File: src/mosc_consts.svh
// constants of the motor output stage control block
`ifndef MOSC_CONSTS_SVH
`define MOSC_CONSTS_SVH

// register byte offsets
`define MOSC_OFS_CTRL 4'h0
`define MOSC_OFS_DUTY 4'h4
`define MOSC_OFS_STATUS 4'h8

// control register field positions
`define MOSC_CTRL_DIR_INV 0
`define MOSC_CTRL_BRAKE_POLARITY_INVERT 1
`define MOSC_CTRL_GAP_DIS 2
`define MOSC_CTRL_GAP_LSB 3
`define MOSC_CTRL_FREQ_LSB 8
`define MOSC_CTRL_SRC_LSB 12
`define MOSC_CTRL_SINK_LSB 16

// reset values
`define MOSC_CTRL_RESET 32'h0000_0000
`define MOSC_DUTY_RESET 10'h000

// chopping period divisions, clock cycles per period
`define MOSC_DIV_512 10'h200
`define MOSC_DIV_256 10'h100
`define MOSC_DIV_128 10'h080
`define MOSC_DIV_64 10'h040

// dead time lengths in clock cycles
`define MOSC_GAP_CLK0 5'h03
`define MOSC_GAP_CLK1 5'h06
`define MOSC_GAP_CLK2 5'h0C
`define MOSC_GAP_CLK3 5'h12

// speed band edges in Hz electrical, rising and falling
`define MOSC_UP_EDGE0 16'h00C8
`define MOSC_UP_EDGE1 16'h0190
`define MOSC_UP_EDGE2 16'h0258
`define MOSC_UP_EDGE3 16'h0320
`define MOSC_UP_EDGE4 16'h03E8
`define MOSC_DN_EDGE0 16'h0064
`define MOSC_DN_EDGE1 16'h012C
`define MOSC_DN_EDGE2 16'h01F4
`define MOSC_DN_EDGE3 16'h02BC
`define MOSC_DN_EDGE4 16'h0384
`define MOSC_TOP_BAND 3'h5

`endif

File: src/mosc_pkg.sv
// types shared by the motor output stage control block
package mosc_pkg;

  // gate drive pair per phase, index 0 = U, 1 = V, 2 = W
  typedef struct packed {
    logic [2:0] hi;
    logic [2:0] lo;
  } mosc_gate_t;

  // drive sequencing states, gray along run -> gap -> brake
  typedef enum logic [1:0] {
    MOSC_RUN = 2'b00,
    MOSC_GAP = 2'b01,
    MOSC_BRAKE = 2'b11
  } mosc_state_t;

  // chopping division codes, 0 = 512 down to 3 = 64
  typedef logic [1:0] mosc_div_t;

endpackage : mosc_pkg

File: src/mosc_gap_timer.sv
// dead time counter for the motor output stage control block
`timescale 1ns/1ps
module mosc_gap_timer (
  // clock and reset
  input wire logic i_sys_clk,
  input wire logic i_resetn,
  // control
  input wire logic i_start,
  input wire logic [4:0] i_len,
  // status
  output logic o_busy,
  output logic o_done
);
  logic [4:0] cnt_r;
  logic [4:0] cnt_nxt;
  logic done_r;
  logic done_nxt;

  // load on start, count down to zero; done pulses for one cycle as the count reaches zero
  always_comb begin
    cnt_nxt = cnt_r;
    done_nxt = 1'b0;
    if (i_start) begin
      cnt_nxt = i_len;
    end else if (cnt_r != 5'h00) begin
      cnt_nxt = cnt_r - 5'h01;
      done_nxt = (cnt_r == 5'h01);
    end
  end

  always_ff @(posedge i_sys_clk) begin
    if (!i_resetn) begin
      cnt_r <= 5'h00;
      done_r <= 1'b0;
    end else begin
      cnt_r <= cnt_nxt;
      done_r <= done_nxt;
    end
  end

  assign o_busy = (cnt_r != 5'h00);
  assign o_done = done_r;

  // a started gap always ends exactly when the count runs out
  AST_GAP_ENDS: assert property (@(posedge i_sys_clk) disable iff (!i_resetn)
    (cnt_r == 5'h01 && !i_start) |=> (o_done && !o_busy)) // [RQ10]
    else $error("gap timer did not finish on count one");
endmodule : mosc_gap_timer

File: src/mosc_top.sv
// motor output stage control: direction, brake, chopping, dead time, gate codes
//
// How it works
// [RQ1] direction from pin, swapped by invert bit
// [RQ2] brake pin level, polarity bit selects active
// [RQ3] chop period is clock divided 512..64
// [RQ4] codes 0-3 fixed, 4-7 speed band profile
// [RQ5] band edges rise 200..1000, fall 100..900
// [RQ6] three phases, separate high and low gates
// [RQ7] three-bit gate charging current code output
// [RQ8] three-bit gate discharging current code output
// [RQ9] dead time on brake or reversal, bit disables
// [RQ10] dead time 3, 6, 12 or 18 cycles
// [RQ11] high and low never on together
//
// The register offsets and the Avalon-MM register port were decided locally.
`timescale 1ns/1ps
`include "mosc_consts.svh"
module mosc_top (
  // clock and reset
  input wire logic i_sys_clk,
  input wire logic i_resetn,
  // avalon-mm slave
  input wire logic [3:0] i_avs_address,
  input wire logic i_avs_read,
  input wire logic i_avs_write,
  input wire logic [31:0] i_avs_writedata,
  input wire logic [3:0] i_avs_byteenable,
  output logic [31:0] o_avs_readdata,
  output logic o_avs_waitrequest,
  // system pins
  input wire logic i_direction_select_pin,
  input wire logic i_brake_pin,
  // commutation side
  input wire logic [15:0] i_elec_speed_hz,
  input wire mosc_pkg::mosc_gate_t i_phase_cmd,
  // gate drive side
  output mosc_pkg::mosc_gate_t o_gate,
  output logic [2:0] o_source_code,
  output logic [2:0] o_sink_code
);
  import mosc_pkg::*;

  logic [31:0] ctrl_r;
  logic [31:0] ctrl_nxt;
  logic [9:0] duty_r;
  logic [9:0] duty_nxt;
  logic ack_r;
  logic ack_nxt;
  logic [31:0] rdata_r;
  logic [31:0] rdata_nxt;
  logic bus_req;
  logic wr_take;
  logic dir_inv;
  logic brake_polarity_invert;
  logic auto_gap_disable;
  logic [1:0] shoot_through_gap_select;
  logic [2:0] chop_frequency_select;
  logic dir_ccw;
  logic brake_req;
  logic [2:0] band_r;
  logic [2:0] band_nxt;
  mosc_div_t div_r;
  mosc_div_t div_nxt;
  mosc_div_t div_want;
  logic [9:0] cnt_r;
  logic [9:0] cnt_nxt;
  logic period_end;
  logic pwm_on;
  mosc_state_t state_r;
  mosc_state_t state_nxt;
  logic dir_app_r;
  logic dir_app_nxt;
  logic gap_start;
  logic [4:0] gap_len;
  logic gap_busy;
  logic gap_done;
  mosc_gate_t cmd_dir;
  mosc_gate_t gate_r;
  mosc_gate_t gate_nxt;

  // byte-lane merge for register writes
  function automatic logic [31:0] merge_be(input logic [31:0] old_v,
                                           input logic [31:0] new_v,
                                           input logic [3:0] be);
    logic [31:0] res;
    res = old_v;
    for (int b = 0; b < 4; b++) begin
      if (be[b]) begin
        res[b*8 +: 8] = new_v[b*8 +: 8];
      end
    end
    return res;
  endfunction : merge_be

  // cycles per chopping period for a division code
  function automatic logic [9:0] div_len(input mosc_div_t code);
    logic [9:0] len;
    unique case (code)
      2'h0: len = `MOSC_DIV_512;
      2'h1: len = `MOSC_DIV_256;
      2'h2: len = `MOSC_DIV_128;
      2'h3: len = `MOSC_DIV_64;
    endcase
    return len;
  endfunction : div_len

  // rising band edges: leave band b upward above this speed
  function automatic logic [15:0] up_edge(input logic [2:0] b);
    logic [15:0] e;
    e = `MOSC_UP_EDGE4;
    unique case (b)
      3'h0: e = `MOSC_UP_EDGE0;
      3'h1: e = `MOSC_UP_EDGE1;
      3'h2: e = `MOSC_UP_EDGE2;
      3'h3: e = `MOSC_UP_EDGE3;
      default: e = `MOSC_UP_EDGE4;
    endcase
    return e;
  endfunction : up_edge

  // falling band edges: leave band b downward at or below this speed
  function automatic logic [15:0] dn_edge(input logic [2:0] b);
    logic [15:0] e;
    e = `MOSC_DN_EDGE0;
    unique case (b)
      3'h1: e = `MOSC_DN_EDGE0;
      3'h2: e = `MOSC_DN_EDGE1;
      3'h3: e = `MOSC_DN_EDGE2;
      3'h4: e = `MOSC_DN_EDGE3;
      default: e = `MOSC_DN_EDGE4;
    endcase
    return e;
  endfunction : dn_edge

  // frequency profile: fixed codes ignore the band
  function automatic mosc_div_t profile(input logic [2:0] sel, input logic [2:0] b);
    mosc_div_t d;
    d = 2'h0;
    unique case (sel)
      3'h0: d = 2'h0;
      3'h1: d = 2'h1;
      3'h2: d = 2'h2;
      3'h3: d = 2'h3;
      3'h4: d = (b < 3'h2) ? 2'h1 : ((b < 3'h5) ? 2'h2 : 2'h3);
      3'h5: d = (b == 3'h0) ? 2'h0 : ((b == 3'h1) ? 2'h1 : 2'h2);
      3'h6: d = (b < 3'h2) ? 2'h0 : ((b < 3'h4) ? 2'h1 : 2'h2);
      3'h7: d = (b == 3'h0) ? 2'h0 : ((b == 3'h1) ? 2'h1 : ((b < 3'h4) ? 2'h2 : 2'h3));
    endcase
    return d;
  endfunction : profile

  // bus slave: one wait cycle, then answer; readdata is a flop
  assign bus_req = i_avs_read | i_avs_write;
  assign o_avs_waitrequest = bus_req & ~ack_r;
  assign wr_take = i_avs_write & ack_r;

  always_comb begin
    ack_nxt = bus_req & ~ack_r;
    ctrl_nxt = ctrl_r;
    duty_nxt = duty_r;
    rdata_nxt = rdata_r;
    if (wr_take && i_avs_address == `MOSC_OFS_CTRL) begin
      ctrl_nxt = merge_be(ctrl_r, i_avs_writedata, i_avs_byteenable) & 32'h0007_771F;
    end
    if (wr_take && i_avs_address == `MOSC_OFS_DUTY) begin
      duty_nxt = 10'(merge_be({22'h000000, duty_r}, i_avs_writedata, i_avs_byteenable));
    end
    // reads are latched in the wait cycle so they stand at the taking edge
    if (i_avs_read && !ack_r) begin
      unique case (i_avs_address)
        `MOSC_OFS_CTRL: rdata_nxt = ctrl_r;
        `MOSC_OFS_DUTY: rdata_nxt = {22'h000000, duty_r};
        `MOSC_OFS_STATUS: rdata_nxt = {20'h00000, 1'b0, band_r, 2'h0, div_r,
                                       state_r, brake_req, dir_app_r};
        default: rdata_nxt = 32'h0000_0000;
      endcase
    end
  end

  always_ff @(posedge i_sys_clk) begin
    if (!i_resetn) begin
      ack_r <= 1'b0;
      ctrl_r <= `MOSC_CTRL_RESET;
      duty_r <= `MOSC_DUTY_RESET;
      rdata_r <= 32'h0000_0000;
    end else begin
      ack_r <= ack_nxt;
      ctrl_r <= ctrl_nxt;
      duty_r <= duty_nxt;
      rdata_r <= rdata_nxt;
    end
  end
  assign o_avs_readdata = rdata_r;

  // control field decode
  assign dir_inv = ctrl_r[`MOSC_CTRL_DIR_INV];
  assign brake_polarity_invert = ctrl_r[`MOSC_CTRL_BRAKE_POLARITY_INVERT];
  assign auto_gap_disable = ctrl_r[`MOSC_CTRL_GAP_DIS];
  assign shoot_through_gap_select = ctrl_r[`MOSC_CTRL_GAP_LSB +: 2];
  assign chop_frequency_select = ctrl_r[`MOSC_CTRL_FREQ_LSB +: 3];
  // [RQ7] charging current code
  assign o_source_code = ctrl_r[`MOSC_CTRL_SRC_LSB +: 3];
  // [RQ8] discharging current code
  assign o_sink_code = ctrl_r[`MOSC_CTRL_SINK_LSB +: 3];

  // [RQ1] direction resolve
  assign dir_ccw = i_direction_select_pin ^ dir_inv;
  // [RQ2] brake polarity
  assign brake_req = i_brake_pin ^ brake_polarity_invert;

  // [RQ5] band hysteresis, one band step per cycle at most
  always_comb begin
    band_nxt = band_r;
    if (band_r < `MOSC_TOP_BAND && i_elec_speed_hz > up_edge(band_r)) begin
      band_nxt = band_r + 3'h1;
    end else if (band_r != 3'h0 && i_elec_speed_hz <= dn_edge(band_r)) begin
      band_nxt = band_r - 3'h1;
    end
  end

  // [RQ4] profile lookup
  assign div_want = profile(chop_frequency_select, band_r);

  // [RQ3] carrier counter; the division only changes at a period end
  // so a band step never cuts a chopping pulse short
  assign period_end = (cnt_r == div_len(div_r) - 10'h001);
  always_comb begin
    cnt_nxt = period_end ? 10'h000 : cnt_r + 10'h001;
    div_nxt = period_end ? div_want : div_r;
  end
  // duty is in 1/512 steps, scaled to the current period length
  assign pwm_on = ({cnt_r[8:0], 1'b0} << div_r) < {duty_r[8:0], 1'b0} || duty_r[9];

  always_ff @(posedge i_sys_clk) begin
    if (!i_resetn) begin
      band_r <= 3'h0;
      cnt_r <= 10'h000;
      div_r <= 2'h0;
    end else begin
      band_r <= band_nxt;
      cnt_r <= cnt_nxt;
      div_r <= div_nxt;
    end
  end

  // [RQ10] dead time length
  always_comb begin
    unique case (shoot_through_gap_select)
      2'h0: gap_len = `MOSC_GAP_CLK0;
      2'h1: gap_len = `MOSC_GAP_CLK1;
      2'h2: gap_len = `MOSC_GAP_CLK2;
      2'h3: gap_len = `MOSC_GAP_CLK3;
    endcase
  end

  mosc_gap_timer i_mosc_gap_timer (
    .i_sys_clk(i_sys_clk),
    .i_resetn(i_resetn),
    .i_start(gap_start),
    .i_len(gap_len),
    .o_busy(gap_busy),
    .o_done(gap_done)
  );

  // [RQ9] sequencing: brake entry and reversal pass through a gap
  always_comb begin
    state_nxt = state_r;
    dir_app_nxt = dir_app_r;
    gap_start = 1'b0;
    unique case (state_r)
      MOSC_RUN: begin
        if (brake_req || dir_ccw != dir_app_r) begin
          if (auto_gap_disable) begin
            state_nxt = brake_req ? MOSC_BRAKE : MOSC_RUN;
            dir_app_nxt = dir_ccw;
          end else begin
            state_nxt = MOSC_GAP;
            gap_start = 1'b1;
          end
        end
      end
      MOSC_GAP: begin
        if (gap_done || !gap_busy) begin
          state_nxt = brake_req ? MOSC_BRAKE : MOSC_RUN;
          dir_app_nxt = dir_ccw;
        end
      end
      MOSC_BRAKE: begin
        if (!brake_req) begin
          state_nxt = MOSC_RUN;
          dir_app_nxt = dir_ccw;
        end
      end
      default: state_nxt = MOSC_RUN;
    endcase
  end

  // reverse rotation swaps the V and W commands
  assign cmd_dir.hi = dir_app_r ? {i_phase_cmd.hi[1], i_phase_cmd.hi[2], i_phase_cmd.hi[0]}
                                : i_phase_cmd.hi;
  assign cmd_dir.lo = dir_app_r ? {i_phase_cmd.lo[1], i_phase_cmd.lo[2], i_phase_cmd.lo[0]}
                                : i_phase_cmd.lo;

  // [RQ6] gate outputs per phase
  always_comb begin
    gate_nxt.hi = 3'h0;
    gate_nxt.lo = 3'h0;
    unique case (state_r)
      MOSC_RUN: begin
        // [RQ11] a phase commanded both ways drives neither gate
        gate_nxt.hi = cmd_dir.hi & ~cmd_dir.lo & {3{pwm_on}};
        gate_nxt.lo = cmd_dir.lo & ~cmd_dir.hi;
      end
      MOSC_BRAKE: begin
        gate_nxt.lo = 3'h7;
      end
      default: begin
        gate_nxt.hi = 3'h0;
      end
    endcase
  end

  always_ff @(posedge i_sys_clk) begin
    if (!i_resetn) begin
      state_r <= MOSC_RUN;
      dir_app_r <= 1'b0;
      gate_r <= '0;
    end else begin
      state_r <= state_nxt;
      dir_app_r <= dir_app_nxt;
      gate_r <= gate_nxt;
    end
  end
  assign o_gate = gate_r;

  // checks
  AST_NO_OVERLAP: assert property (@(posedge i_sys_clk) disable iff (!i_resetn)
    (o_gate.hi & o_gate.lo) == 3'h0) // [RQ11]
    else $error("high and low gate of one phase both on");
  AST_BRAKE_LOWS: assert property (@(posedge i_sys_clk) disable iff (!i_resetn)
    state_r == MOSC_BRAKE |=> o_gate.lo == 3'h7 && o_gate.hi == 3'h0) // [RQ2]
    else $error("brake state does not short the low sides");
  AST_GAP_DARK: assert property (@(posedge i_sys_clk) disable iff (!i_resetn)
    state_r == MOSC_GAP |=> o_gate == '0) // [RQ9]
    else $error("gates driven during dead time");
  AST_GAP_ON_BRAKE: assert property (@(posedge i_sys_clk) disable iff (!i_resetn)
    (state_r == MOSC_RUN && brake_req && !auto_gap_disable) |=> state_r == MOSC_GAP) // [RQ9]
    else $error("brake entry skipped the dead time");
  AST_GAP_LEN: assert property (@(posedge i_sys_clk) disable iff (!i_resetn)
    (gap_start && shoot_through_gap_select == 2'h0) |=> gap_busy [*3] ##1 !gap_busy) // [RQ10]
    else $error("shortest dead time is not three cycles");
  AST_DIR_MAP: assert property (@(posedge i_sys_clk) disable iff (!i_resetn)
    (state_r == MOSC_RUN && auto_gap_disable) |=> dir_app_r == $past(dir_ccw)) // [RQ1]
    else $error("applied direction does not follow pin and invert bit");
  AST_FIXED_DIV: assert property (@(posedge i_sys_clk) disable iff (!i_resetn)
    (period_end && chop_frequency_select == 3'h3) |=> div_r == 2'h3) // [RQ4]
    else $error("fixed code did not select division by 64");
  AST_PERIOD: assert property (@(posedge i_sys_clk) disable iff (!i_resetn)
    cnt_r <= div_len(div_r) - 10'h001) // [RQ3]
    else $error("carrier counter beyond its period");
  AST_BAND_STEP: assert property (@(posedge i_sys_clk) disable iff (!i_resetn)
    (band_r == 3'h0 && i_elec_speed_hz > `MOSC_UP_EDGE0) |=> band_r == 3'h1) // [RQ5]
    else $error("band did not rise past the first edge");
  AST_BUS_ANSWER: assert property (@(posedge i_sys_clk) disable iff (!i_resetn)
    ($rose(bus_req) && o_avs_waitrequest) |=> !o_avs_waitrequest)
    else $error("bus answer later than one wait cycle");

  COV_BRAKE: cover property (@(posedge i_sys_clk) disable iff (!i_resetn)
    state_r == MOSC_GAP ##1 state_r == MOSC_BRAKE);
  COV_REVERSE: cover property (@(posedge i_sys_clk) disable iff (!i_resetn)
    state_r == MOSC_GAP ##1 (state_r == MOSC_RUN && dir_app_r));
  COV_TOP_BAND: cover property (@(posedge i_sys_clk) disable iff (!i_resetn)
    band_r == `MOSC_TOP_BAND && div_r == 2'h3);
endmodule : mosc_top

File: config.mk
export PLATFORM = sky130hd
export DESIGN_NAME = mosc_top
export DESIGN_NICKNAME = d
export VERILOG_FILES = /design/src/mosc_pkg.sv /design/src/mosc_gap_timer.sv /design/src/mosc_top.sv
export VERILOG_INCLUDE_DIRS = /design/src
export SDC_FILE = /design/constraint.sdc
export NUM_CORES = 1
export LEC_CHECK = 0
export BUFFER_PORTS_ARGS = -buffer_cell sky130_fd_sc_hd__buf_2
export CORE_MARGIN = 2
export CORE_UTILIZATION = 53
export DETAILED_ROUTE_END_ITERATION = 10
export PLACE_DENSITY = 0.8
export REMOVE_ABC_BUFFERS = 1
export SLEW_MARGIN = 25
export SYNTH_ARGS = -nofsm -noshare
export SYNTH_HDL_FRONTEND = slang
export SYNTH_SLANG_ARGS = --single-unit
File: constraint.sdc
create_clock -name i_sys_clk -period 3.7 [get_ports i_sys_clk]
set_input_delay 0.185 -clock i_sys_clk [delete_from_list [all_inputs] [get_ports i_sys_clk]]
set_output_delay 0.185 -clock i_sys_clk [all_outputs]
set_load 0.01 [all_outputs]
==> impl_metrics.py <==
metrics = {
    "status": {
        "status": "complete, no violations",
    },
    "die": {
        "ioPinCount": 113,
        "row_count": 32,
        "die_area_mm2": 0.008897,
        "die_h_um": 94.33,
        "core_area_mm2": 0.007807,
        "start_util_pct": 55.38,
        "die_w_um": 94.33,
    },
    "yosys": {
        "ys_types": 54,
        "ys_warn_count": 0,
        "muxShareOfSynthArea_pct": 8.449,
        "synth_edf_count": 0,
        "yosys.area_share.simple_pct": 20.60,
        "synth_compound_area_share_pct": 15.45,
        "synth_top_family_by_area": "simple AND/OR/NAND/NOR gates",
        "synthCells": 514,
        "syn_avg_cell_area_um2": 8.413,
        "async_flop_share_pct": 0,
        "synth_flop_cell": "dfxtp_1",
        "syn-cell-area_mm2": 0.004324,
        "seq_area_frac_synth_pct": 33.33,
        "synthXorXnorAreaFrac_pct": 3.038,
        "synthAdderAreaFrac_pct": 11.57,
        "ys_seq_elements": 72,
    },
    "cts": {
        "ctsResizeCount": 0,
        "cts.clk_slew.worst_paths_ns": 0.08,
        "tritoncts.num_buffers": 9,
        "root_buffer": "clkbuf_8",
        "clk_latency_ns": 0.35,
        "cts_buffer_depth": 2,
        "htreeDepth": 3,
        "cts.sinks": 72,
        "cts_tree": "yes",
    },
    "placed_design": {
        "dp_hpwl_mm": 7.499,
        "gp_congestion": 0.8443,
        "dp.cells": 673,
        "io_buffer_count": 81,
    },
    "sta": {
        "slew_viol_final": 0,
        "relSlewSlack_pct": 39.92,
        "rsz0062_at_grt": "no",
        "fin_skew_ns": 0.008414,
        "max_freq_mhz": 300.5,
        "finalHoldViolCount": 0,
        "setup_viol": 0,
        "period_share_pct": 89.93,
        "post-route-min-period_ns": 3.327,
        "setup_tns_ns": 0,
        "worst_pin_slew_ns": 0.8999,
    },
    "cells_and_area": {
        "layout_common_cells": "buf_2, nor2_1, dfxtp_1",
        "fill_cells": 689,
        "nNetsFinal": 691,
        "diodes": 0,
        "layout_commonest_cell": "buf_2",
        "drive_gt1_share_pct": 19.90,
        "syn_to_final_growth_pct": 14.12,
        "final_cells": 690,
    },
    "worst_setup_path": {
        "end_kind": "flop",
        "path_max_fanout": 15,
        "crit_type": "reg2reg",
        "cp.required_ns": 3.97,
        "cp-start-kind": "flop",
        "critPathSlowestCell": "dfxtp_1",
        "slowest_delay_ns": 0.61,
        "critical_path.cell_chain": "inv_1 -> ha_1 -> a21oi_1 -> and2_1 -> nor2_1 -> ha_1 -> o21ai_0 -> nor2_1 -> a211oi_1 -> a21oi_1 -> or4_1 -> a31oi_1",
        "cp.arrival_ns": 3.60,
    },
    "power_and_ir_drop": {
        "p_per_area_mw_per_mm2": 515.4,
        "p_leak_uw": 0.002201,
        "peakVddDrop_uv": 379.2,
    },
    "global_routing": {
        "grt_pass1_vias": 3664,
        "grt_pass1_wl_mm": 16.86,
        "overflow": 0,
        "grt_max_degree": 54,
        "track_usage_pct": 24.00,
        "antenna_found_initial": 0,
    },
    "drt": {
        "wl_per_cell_um": 14.68,
        "via_count": 3915,
        "ant_nets": 0,
        "drt_iter0_drc": 214,
        "totalWireLength_mm": 10.13,
        "dr.pass1.iters": 4,
        "routed_via_density": 5.674,
        "drc": 0,
    },
    "worst_hold_path": {
        "hp-class": "in2reg",
    },
    "flow_run": {
        "cap_violations": 0,
    },
}
per-stage QoR:
step | power, uW | hold WS (ns) | worst slack [ns] | cell area (um^2) | util (%)
2_1_floorplan | 1621 | 0.2635 | 0.8986 | 4148 | -
3_3_place_gp | 1812 | 0.3861 | 0.6126 | 4702 | 60.22
3_5_place_dp | 1865 | 0.3802 | 0.4599 | 4707 | 60.29
4_1_cts | 2545 | 0.05652 | 0.4412 | 4935 | 63.21
5_1_grt | 2731 | 0.07158 | 0.1111 | 4935 | 63.21
6_report | 2543 | 0.06462 | 0.3725 | 4935 | 63.21
cell usage after synthesis (all sizes together) (6+ instances only):
cell type	count	area share [%]
nand3	17	2.0
nor3	10	1.4
a21oi	41	4.7
ha	40	12
clkbuf	17	1.5
dfxtp	72	33
xnor2	9	1.8
nand2	34	3.0
nor2	77	6.7
o21ai	21	2.4
or3	7	1.0
a22oi	13	2.3
xor2	6	1.2
mux2i	23	5.3
inv	25	2.2
a211oi	8	1.4
buf	23	3.8
timing repair:
action | CTS | global route
hold endpoints to repair | 1 | 0
hold buffers | 1 | 0
setup buffers | 0 | 0
routing by layer:
metal / track usage [%] / routed length [um]
met3: 6.340 / 707
met4: 10.51 / 208
met5: 0 / 0
met1: 30.17 / 4551
met2: 38.75 / 4660
worst paths after layout:
check / startpoint / end / slack, ns / cells after the start
hold reg to reg: o_avs_readdata[7] / o_avs_readdata[7] / 0.46 / 2
setup / recovery: band_r[2] / band_r[1] / 0.37 / 12
setup reg to reg: band_r[2] / band_r[1] / 0.37 / 12
hold / removal: i_avs_writedata[12] / ctrl_r[12] / 0.06 / 3
worst max-delay path: cells and delay by family, from the launching register on:
| family | cells | cell delay [ns] |
|---|---|---|
| adder cells (fa/ha/maj) | 2 | 0.60 |
| AO/OA/AOI/OAI | 5 | 0.92 |
| buffers and inverters | 1 | 0.26 |
| flip-flops | 1 | 0.61 |
| AND/OR/NAND/NOR | 4 | 0.87 |
layout make-up:
class / instances / area, um^2 / area share (%)
Inverter: 25 / 93.84 / 1.902
Clock buffer: 14 / 182.7 / 3.702
Tap cell: 102 / 127.6 / 2.586
Multi-Input combinational cell: 391 / 2624 / 53.17
Sequential cell: 72 / 1441 / 29.21
Clock inverter: 2 / 35.03 / 0.7099
Timing Repair Buffer: 84 / 430.4 / 8.722
logic make-up (layout without fill, tap and decap cells):
| family | count (synthesis) | count (layout) |
|---|---|---|
| xor+xnor | 15 | 15 |
| buf+inv | 65 | 125 |
| other cells | 1 | 15 |
| fa+ha+maj | 40 | 40 |
| flops | 72 | 72 |
| compound gates | 107 | 107 |
| simple gates | 183 | 183 |
| mux | 31 | 31 |
flip-flops by register name, indices dropped and copies added, names as in the netlist, 2 cells and up:
| signal | cells |
|---|---|
| duty_r | 10 |
| i_mosc_gap_timer.cnt_r | 5 |
| cnt_r | 10 |
| o_avs_readdata | 17 |
| o_gate | 6 |
| ctrl_r | 14 |
| state_r | 2 |
| band_r | 3 |
| div_r | 2 |
where the power goes:
group,switching (uW),internal (uW)
Sequential,92.0,838
Clock,292,385
Combinational,537,399
No activity file was read; power rests on OpenSTA's default activity.
